[src/adsc_pkg.sv]
// Package of constants and types for the converter sequencing control.
package adsc_pkg;

  localparam int RES_W      = 10;
  localparam int CHS_W      = 6;
  localparam int CLK_MHZ    = 50;
  localparam int CONV_TADS  = 11;
  localparam int CHS_RST    = 0;
  localparam int PREF_RST   = 0;
  localparam logic [5:0] CHS_TEMP = 6'h3c;
  localparam logic [5:0] CHS_DAC  = 6'h3d;
  localparam logic [5:0] CHS_FVR  = 6'h3e;
  localparam logic [5:0] CHS_GND  = 6'h3f;

  localparam logic [1:0] PREF_PIN    = 2'h0;
  localparam logic [1:0] PREF_SUPPLY = 2'h1;
  localparam logic [1:0] PREF_FVR2   = 2'h2;
  localparam logic [1:0] PREF_FVR4   = 2'h3;

  localparam logic [2:0] CCS_DIV2  = 3'h0;
  localparam logic [2:0] CCS_DIV8  = 3'h1;
  localparam logic [2:0] CCS_DIV32 = 3'h2;
  localparam logic [2:0] CCS_DIV4  = 3'h4;
  localparam logic [2:0] CCS_DIV16 = 3'h5;
  localparam logic [2:0] CCS_DIV64 = 3'h6;
  localparam logic [2:0] CCS_RST   = 3'h0;

  typedef enum {ST_IDLE, ST_CONV, ST_DONE} adsc_state_e;

endpackage : adsc_pkg

[src/adsc_tick_if.sv]
// Interface carrying the conversion clock tick between modules.
`timescale 1ns/1ns
interface adsc_tick_if;
  logic [2:0] sel;
  logic       rc_tick;
  logic       run;
  logic       tick;
  modport gen (input sel, input rc_tick, input run, output tick);
  modport use_ (output sel, output rc_tick, output run, input tick);
endinterface : adsc_tick_if

[src/adsc_tick_gen.sv]
// Conversion clock tick generator: divides the system clock or passes RC.
`timescale 1ns/1ns
module adsc_tick_gen
  import adsc_pkg::*;
(
  input wire logic    CLK,
  input wire logic    RST_N,
  adsc_tick_if.gen    tif
);

  logic [5:0] cnt_ff;
  logic [5:0] nxt_cnt;
  logic [5:0] lim;
  logic       use_rc;
  logic       wrap;

  // ************************************************************
  // Divider limit decode.
  // ************************************************************
  assign use_rc = (tif.sel[1:0] == 2'h3);
  assign lim = (tif.sel == CCS_DIV2)  ? 6'h01 :
               (tif.sel == CCS_DIV4)  ? 6'h03 :
               (tif.sel == CCS_DIV8)  ? 6'h07 :
               (tif.sel == CCS_DIV16) ? 6'h0f :
               (tif.sel == CCS_DIV32) ? 6'h1f : 6'h3f;
  assign wrap    = (cnt_ff == lim);
  assign nxt_cnt = (!tif.run || wrap) ? 6'h00 : cnt_ff + 6'h01;
  assign tif.tick = tif.run && (use_rc ? tif.rc_tick : wrap); // [RL13]

  always_ff @(posedge CLK)
  begin
    if (!RST_N)
      cnt_ff <= 6'h00;
    else
      cnt_ff <= nxt_cnt;
  end

endmodule : adsc_tick_gen

[src/adsc_ctrl.sv]
// Top of the converter sequencing control: mux, references, SAR, results.
//
// Functional notes
// [RL1] Convert the held sample into 10 bits by successive approximation.
// [RL2] Every input goes through one mux into the single sample-and-hold.
// [RL3] Completion raises an interrupt that can also wake from Sleep.
// [RL4] A 6-bit channel field picks the input fed to the sample-and-hold.
// [RL5] Inputs: analog pins, temperature, DAC output, fixed reference, ground.
// [RL6] Software waits an acquisition delay after a channel change.
// [RL7] Software should select ground before moving to a lower channel.
// [RL8] Two-bit field picks positive reference; 4.096V absent on low-voltage.
// [RL9] One bit picks the negative reference: pin or ground.
// [RL10] Software sets a pin's direction and analog bits before converting.
// [RL11] Enable first, set go later, never both at once.
// [RL12] Completion clears go, sets the flag, loads result; software clears flag.
// [RL13] Conversion clock is system clock divided or RC; eleven periods each.
// [RL14] A format bit left- or right-justifies the result in the pair.
// [RL15] Reference codes: 00 pin, 01 supply, 10 2.048V, 11 4.096V.
// [RL16] Reset clears everything, turns off, abandons conversion unstored.
`timescale 1ns/1ns
module adsc_ctrl
  import adsc_pkg::*;
#(
  parameter int  NPINS   = 60,
  parameter bit  HAS_4V  = 1'b1
)
(
  input  wire logic              CLK,
  input  wire logic              RST_N,
  input  wire logic              CONVERTER_ON_BIT,
  input  wire logic              GO_SET,
  output logic                   GO_BUSY,
  input  wire logic [CHS_W-1:0]  INPUT_CHANNEL_SELECT,
  input  wire logic [1:0]        POSITIVE_REFERENCE_SELECT,
  input  wire logic              NEGATIVE_REFERENCE_SELECT,
  input  wire logic [2:0]        CONVERSION_CLOCK_SELECT,
  input  wire logic              RESULT_JUSTIFY_SELECT,
  input  wire logic              RC_TICK,
  input  wire logic              SLEEP_MODE,
  input  wire logic              INT_ENABLE,
  input  wire logic              FLAG_CLEAR,
  output logic                   CONVERSION_DONE_FLAG,
  output logic                   WAKE_REQUEST,
  output logic [CHS_W-1:0]       MUX_SELECT,
  output logic [1:0]             PREF_ROUTE,
  output logic                   NREF_GROUND,
  output logic                   SAMPLE_HOLD,
  output logic [RES_W-1:0]       DAC_TRIAL,
  input  wire logic              COMPARATOR_IN,
  output logic [7:0]             RESULT_HIGH_BYTE,
  output logic [7:0]             RESULT_LOW_BYTE
);

  // ************************************************************
  // Synchronisers for asynchronous inputs.
  // ************************************************************
  // The comparator answer trails a new trial by three clocks.
  // A divide-by-two period is shorter than that, so at that setting the
  // decisions see the previous trial and only rail inputs resolve exactly.
  logic cmp_s1_ff, cmp_s2_ff, rc_s1_ff, rc_s2_ff, rc_s3_ff;

  always_ff @(posedge CLK)
  begin
    if (!RST_N)
    begin
      cmp_s1_ff <= 1'b0;
      cmp_s2_ff <= 1'b0;
      rc_s1_ff  <= 1'b0;
      rc_s2_ff  <= 1'b0;
      rc_s3_ff  <= 1'b0;
    end
    else
    begin
      cmp_s1_ff <= COMPARATOR_IN;
      cmp_s2_ff <= cmp_s1_ff;
      rc_s1_ff  <= RC_TICK;
      rc_s2_ff  <= rc_s1_ff;
      rc_s3_ff  <= rc_s2_ff;
    end
  end

  // ************************************************************
  // State and datapath registers.
  // ************************************************************
  adsc_state_e     state_ff, nxt_state;
  logic [3:0]      tad_ff, nxt_tad;
  logic [RES_W-1:0] sar_ff, nxt_sar;
  logic [RES_W-1:0] bit_ff, nxt_bit;
  logic [RES_W-1:0] res_ff, nxt_res;
  logic            go_ff, nxt_go;
  logic            flag_ff, nxt_flag;
  logic            on_d_ff;

  adsc_tick_if tif ();
  adsc_tick_gen u_tick (
    .CLK   (CLK),
    .RST_N (RST_N),
    .tif   (tif)
  );

  logic rc_sel, active, tick, rc_edge, go_start, finish, sleep_kill;

  assign rc_sel    = (CONVERSION_CLOCK_SELECT[1:0] == 2'h3);
  // Outside Sleep the block needs no RC; in Sleep only the RC clock runs.
  assign sleep_kill = SLEEP_MODE && !rc_sel;
  assign active    = CONVERTER_ON_BIT && !sleep_kill;
  assign rc_edge   = rc_s2_ff && !rc_s3_ff;
  assign tif.sel     = CONVERSION_CLOCK_SELECT;
  assign tif.rc_tick = rc_edge;
  assign tif.run     = (state_ff == ST_CONV);
  assign tick        = tif.tick;
  // Go in the same cycle the converter is switched on is ignored.
  assign go_start  = GO_SET && CONVERTER_ON_BIT && on_d_ff &&
                     !go_ff; // [RL11]
  assign finish    = (state_ff == ST_CONV) && tick &&
                     (tad_ff == 4'(CONV_TADS - 1)); // [RL13]

  always_comb
  begin
    nxt_state = state_ff;
    nxt_tad   = tad_ff;
    nxt_sar   = sar_ff;
    nxt_bit   = bit_ff;
    nxt_res   = res_ff;
    nxt_go    = go_ff;
    case (state_ff)
      ST_IDLE:
      begin
        if (go_start && active)
        begin
          nxt_go    = 1'b1;
          nxt_state = ST_CONV;
          nxt_tad   = 4'h0;
          nxt_bit   = {1'b1, {(RES_W-1){1'b0}}};
          nxt_sar   = {1'b1, {(RES_W-1){1'b0}}};
        end
      end
      ST_CONV:
      begin
        if (!active)
        begin
          nxt_state = ST_IDLE; // Abort: no result stored.
          nxt_go    = 1'b0;
        end
        else if (tick)
        begin
          nxt_tad = tad_ff + 4'h1;
          // Period 0 samples; periods 1..10 resolve one bit each.
          if (tad_ff != 4'h0 && bit_ff != '0)
          begin
            nxt_sar = cmp_s2_ff ? sar_ff : (sar_ff & ~bit_ff); // [RL1]
            nxt_bit = bit_ff >> 1;
            nxt_sar = nxt_sar | (bit_ff >> 1);
          end
          if (finish)
          begin
            // Bit 0 is decided at this very tick, so store the new value.
            nxt_res   = nxt_sar; // [RL12]
            nxt_go    = 1'b0; // [RL12]
            nxt_state = ST_DONE;
          end
        end
      end
      ST_DONE:
        nxt_state = ST_IDLE;
      default:
        nxt_state = ST_IDLE;
    endcase
  end

  // Hardware set beats a software clear in the same cycle.
  assign nxt_flag = (state_ff == ST_DONE) ? 1'b1 :
                    (FLAG_CLEAR ? 1'b0 : flag_ff); // [RL12] [RL3]

  always_ff @(posedge CLK)
  begin
    if (!RST_N)
    begin
      state_ff <= ST_IDLE; // [RL16]
      tad_ff   <= 4'h0;
      sar_ff   <= '0;
      bit_ff   <= '0;
      res_ff   <= '0;
      go_ff    <= 1'b0;
      flag_ff  <= 1'b0;
      on_d_ff  <= 1'b0;
    end
    else
    begin
      state_ff <= nxt_state;
      tad_ff   <= nxt_tad;
      sar_ff   <= nxt_sar;
      bit_ff   <= nxt_bit;
      res_ff   <= nxt_res;
      go_ff    <= nxt_go;
      flag_ff  <= nxt_flag;
      on_d_ff  <= CONVERTER_ON_BIT;
    end
  end

  // ************************************************************
  // Analog routing and outputs.
  // ************************************************************
  logic [CHS_W-1:0] chs_ok;
  logic [1:0]       pref_ok;
  logic [15:0]      fmt_w;

  // Unimplemented pin channels fall back to ground.
  assign chs_ok = (INPUT_CHANNEL_SELECT < CHS_W'(NPINS) ||
                   INPUT_CHANNEL_SELECT >= CHS_TEMP) ?
                  INPUT_CHANNEL_SELECT : CHS_GND; // [RL4] [RL5] [RL2]
  // Parts without the 4.096V option route that code to the supply.
  assign pref_ok = (!HAS_4V && POSITIVE_REFERENCE_SELECT == PREF_FVR4) ?
                   PREF_SUPPLY : POSITIVE_REFERENCE_SELECT; // [RL8] [RL15]
  assign fmt_w = RESULT_JUSTIFY_SELECT ? {6'h00, res_ff} :
                 {res_ff, 6'h00}; // [RL14]

  assign MUX_SELECT           = chs_ok;
  assign PREF_ROUTE           = pref_ok;
  assign NREF_GROUND          = NEGATIVE_REFERENCE_SELECT; // [RL9]
  assign SAMPLE_HOLD          = (state_ff == ST_CONV) &&
                                (tad_ff == 4'h0); // [RL2]
  assign DAC_TRIAL            = sar_ff;
  assign GO_BUSY              = go_ff;
  assign CONVERSION_DONE_FLAG = flag_ff;
  assign WAKE_REQUEST         = flag_ff && INT_ENABLE && SLEEP_MODE; // [RL3]
  assign RESULT_HIGH_BYTE     = fmt_w[15:8]; // [RL1]
  assign RESULT_LOW_BYTE      = fmt_w[7:0];

endmodule : adsc_ctrl

[config.mk]
export PLATFORM = sky130hd
export DESIGN_NAME = adsc_ctrl
export DESIGN_NICKNAME = d
export VERILOG_FILES = /design/src/adsc_pkg.sv /design/src/adsc_tick_if.sv /design/src/adsc_tick_gen.sv /design/src/adsc_ctrl.sv
export SDC_FILE = /design/constraint.sdc
export NUM_CORES = 1
export LEC_CHECK = 0
export ABC_CLOCK_PERIOD_IN_PS = 3700
export BUFFER_PORTS_ARGS = -buffer_cell sky130_fd_sc_hd__buf_4
export CAP_MARGIN = 20
export CORE_UTILIZATION = 55
export CTS_CLUSTER_SIZE = 20
export DETAILED_ROUTE_END_ITERATION = 6
export PLACE_DENSITY = 0.8
export SETUP_SLACK_MARGIN = 0.3
export SLEW_MARGIN = 5
export SYNTH_ARGS = -nofsm -noshare
export SYNTH_HDL_FRONTEND = slang
export SYNTH_SLANG_ARGS = --single-unit
[constraint.sdc]
create_clock -name CLK -period 3.7 [get_ports CLK]
set_input_delay 0.74 -clock CLK [delete_from_list [all_inputs] [get_ports CLK]]
set_output_delay 0.74 -clock CLK [all_outputs]
set_load 0.03 [all_outputs]
==> flow_summary_export.csv <==
group,metric,value,unit
synthesis,synth_area_per_cell,8.96,sq um
hold_path,min-delay-start,"rc_s1_ff",
die,initial_core_util,59.5,%
finish,nNetsFinal,328,
cts,htreeDepth,2,
drt,post_drt_wl_per_cell,15.3,um
sta,fin_crit_sh,70.2,%
pwr,p_int,722,uW
setup_path,crit_start,"tad_ff[0]",
setup_path,cp_max_fo,12,
pwr,switching_share,23.5,%
sta,worst_pin_slew,682,ps
global_routing,grt_pass1_vias,1789,
pwr,leakage,0.00128,uW
pwr,clkPwrFrac,35.0,%
cts,ctsHoldBuffers,0,
cts,cts_made_buffers,5,
global_routing,grt_use_total,24.6,%
synthesis,synth_area,2460,sq um
synthesis,ys_ff_latch,50,
die,fp.dieW,68.9,um
pwr,vdd_drop_max,0.000268,V
global_routing,grt_overflow,0,
global_routing,grt_max_degree,28,
setup_path,path_cells,"inv_1 > ha_1 > or3b_2 > nor3_1 > buf_4",
pwr,p_switching,221,uW
synthesis,synth_edf_count,0,
cts,clock_sinks,50,
finish,postLayoutCellArea,2830,sq um
drt,drt_iter0_drc,133,
cts,insertion_delay,300,ps
place,dpl.hpwl,3850,um
cts,cts_setup_buffers,0,
run_status,outcome,"complete, no violations",
setup_path,start_kind,"register",
setup_path,cp-endpoint,"SAMPLE_HOLD",
setup_path,r2r_start,"tad_ff[0]",
place,placed_cell_area,2730,sq um
setup_path,slowest_stage,"or3b_2",
pwr,p_seq_share,58.2,%
synthesis,synth_fp_nets,301,
cts,root_buffer,"clkbuf_8",
finish,area_growth,14.7,%
cts,clk_pin_slew_worst_paths,90,ps
finish,n_antenna_cell,0,
flow_run,maxCapViolCount,0,
synthesis,synth-async-reset-ratio,0,%
sta,rsz0062_at_grt,"false",
finish,drive_above_1_share,21.5,%
cts,cts_buffer_depth,2,
synthesis,synth_cell_types,47,
place,place.gp.congestion,0.809,
sta,min_period,2600,ps
synthesis,syn-instance-count,275,
setup_path,reg2reg_to,"bit_ff[8]",
die,boundaryPins,61,
pwr,pwr_density_cell,334,nW/um^2
drt,vias,2055,
synthesis,yosys_warnings,0,
setup_path,r2r_cells,6,
hold_path,hold_path_class,"register to register",
cts,cts_resized,0,
die,design.die.area,4750,sq um
sta,skew,13.4,ps
drt,totalWireLength,5390,um
place,port_buffers,42,
setup_path,worstPathArrival,1860,ps
finish,fin_util,68.2,%
finish,fillCellCount,350,
sta,report.final.slew_viol_count,0,
sta,timing.fmax,385,MHz
global_routing,antenna_found_initial,0,
drt,dr.pass1.iters,4,
drt,ant_nets,0,
sta,fin_tns_setup,0,ps
cts,tritoncts,"yes",
drt,routed_via_density,5.82,
die,die_h,68.9,um
synthesis,seq_area_frac_synth,40.6,%
drt,drc_errors,0,
global_routing,grt_pass1_wl,8480,um
setup_path,worstSetupPathType,"register to primary output",
die,core-area,4140,sq um
sta,relSlewSlack,54.5,%
setup_path,cpPeakStageDelay,590,ps
setup_path,cp.required,2960,ps
setup_path,rrSetupSlack,1380,ps
sta,final-setup-viol-count,0,
die,num_rows,23,
sta,hold_viol,0,
synthesis,synth_ff_type,"dfxtp_1",
setup_path,setup.worst_path.end_class,"primary output",
pwr,combPwrFrac,6.8,%
[synthesized netlist by cell type, types with 3 or more instances]
master | instances | area share [%]
clkbuf_1 | 15 | 2.3
ha_1 | 4 | 2.0
a21oi_1 | 9 | 1.8
nand3_1 | 9 | 1.8
inv_1 | 6 | 0.91
o21ai_0 | 6 | 1.2
buf_4 | 4 | 1.2
a22oi_1 | 8 | 2.4
xor2_1 | 3 | 1.1
and3_1 | 5 | 1.3
nand3b_1 | 5 | 1.5
xnor2_1 | 3 | 1.1
mux2i_1 | 10 | 4.1
o211a_1 | 5 | 2.0
nor3_1 | 9 | 1.8
nand2_1 | 33 | 5.0
nor2b_1 | 8 | 2.0
mux2_2 | 4 | 1.8
dfxtp_1 | 50 | 41
a211oi_1 | 3 | 0.91
nor2_1 | 16 | 2.4
and2_1 | 16 | 4.1
o22a_1 | 10 | 3.6
[worst max-delay path, delay by kind of cell, from the launching register on]
family,cells,cell delay [ps]
adders and majority gates,1,130
buffers and inverters,2,280
DFF,1,350
and+or+nand+nor,2,790
[power by group through the flow]
stage / combinational [uW] / clock, uW / sequential (uW)
6_report: 64.6 / 330 / 549
3_5_place_dp: 64.5 / 0 / 562
2_1_floorplan: 52.6 / 0 / 567
3_3_place_gp: 63.9 / 0 / 562
5_1_grt: 70.1 / 355 / 550
4_1_cts: 64.9 / 335 / 549
[cells by family after synthesis]
kind of cell | after synthesis | share of synthesized area [%]
AND/OR/NAND/NOR | 117 | 25.3
adder cells (fa/ha/maj) | 4 | 2.03
buffers and inverters | 29 | 5.74
multiplexers | 14 | 5.89
AO/OA/AOI/OAI | 55 | 18.3
flip-flops | 50 | 40.6
XOR/XNOR | 6 | 2.13
[metal layers]
layer | share of wire, % | track usage, %
met2 | 49 | 42.4
met4 | 1.6 | 9.95
met1 | 44 | 30.0
met5 | 0 | 0
met3 | 5.0 | 4.44
[area by class of cell]
| type | count | area [sq um] | share of cell area [%] |
|---|---|---|---|
| inverters | 6 | 22.5 | 0.797 |
| well taps | 50 | 62.6 | 2.21 |
| clock buffers | 6 | 82.6 | 2.92 |
| clock inverters | 2 | 12.5 | 0.443 |
| multi-input cells | 196 | 1320 | 46.8 |
| repair buffers | 43 | 323 | 11.4 |
| flip-flops and latches | 50 | 1000 | 35.4 |
[stage by stage]
stage                     setup WS, ps  total power (uW)  instances  hold slack (ps)
after floorplan                   1110               620        275              412
after global placement            1010               625        345              417
after detailed placement           961               626        345              425
after CTS                         1100               949        353              446
after global routing              1000               976        353              459
final                             1100               943        353              445
[worst min-delay path by stage]
| stage | end | slack (ps) | cells past startpoint |
|---|---|---|---|
| 2_1_floorplan | cmp_s2_ff | 410 | 1 |
| 3_3_place_gp | cmp_s2_ff | 420 | 1 |
| 3_5_place_dp | cmp_s2_ff | 420 | 1 |
| 4_1_cts | cmp_s2_ff | 450 | 1 |
| 5_1_grt | rc_s2_ff | 460 | 1 |
| 6_report | rc_s2_ff | 440 | 1 |
[sequential cells by signal (all words and copies together) (netlist names)]
name,count
cmp_s2_ff,1
u_tick.cnt_ff,6
state_ff,2
GO_BUSY,1
rc_s2_ff,1
on_d_ff,1
DAC_TRIAL,10
rc_s3_ff,1
res_ff,10
CONVERSION_DONE_FLAG,1
bit_ff,10
tad_ff,4
cmp_s1_ff,1
rc_s1_ff,1
[placed cells by master, fill, tap and decap left out, types with 2 or more instances in the layout]
master and instances:
xor2_1 3, o21ai_0 6, nand2_1 33, and2_1 16, a31oi_1 2, nand3b_1 5
a21oi_1 9, mux2i_1 10, clkbuf_8 6, nand3_1 9, xnor2_1 3, mux2_2 4
and4_1 2, inv_1 6, and3b_1 2, ha_1 4, a211oi_1 3, dfxtp_1 50
o211a_1 5, nor4b_1 2, nor2b_1 8, nand4_1 2, nor2_1 16, a22o_1 2
o31ai_2 2, and3_1 5, or4_1 2, nor3_1 9, buf_4 43, o22a_1 10
a22oi_1 8
(Power assumes the default switching activity.)
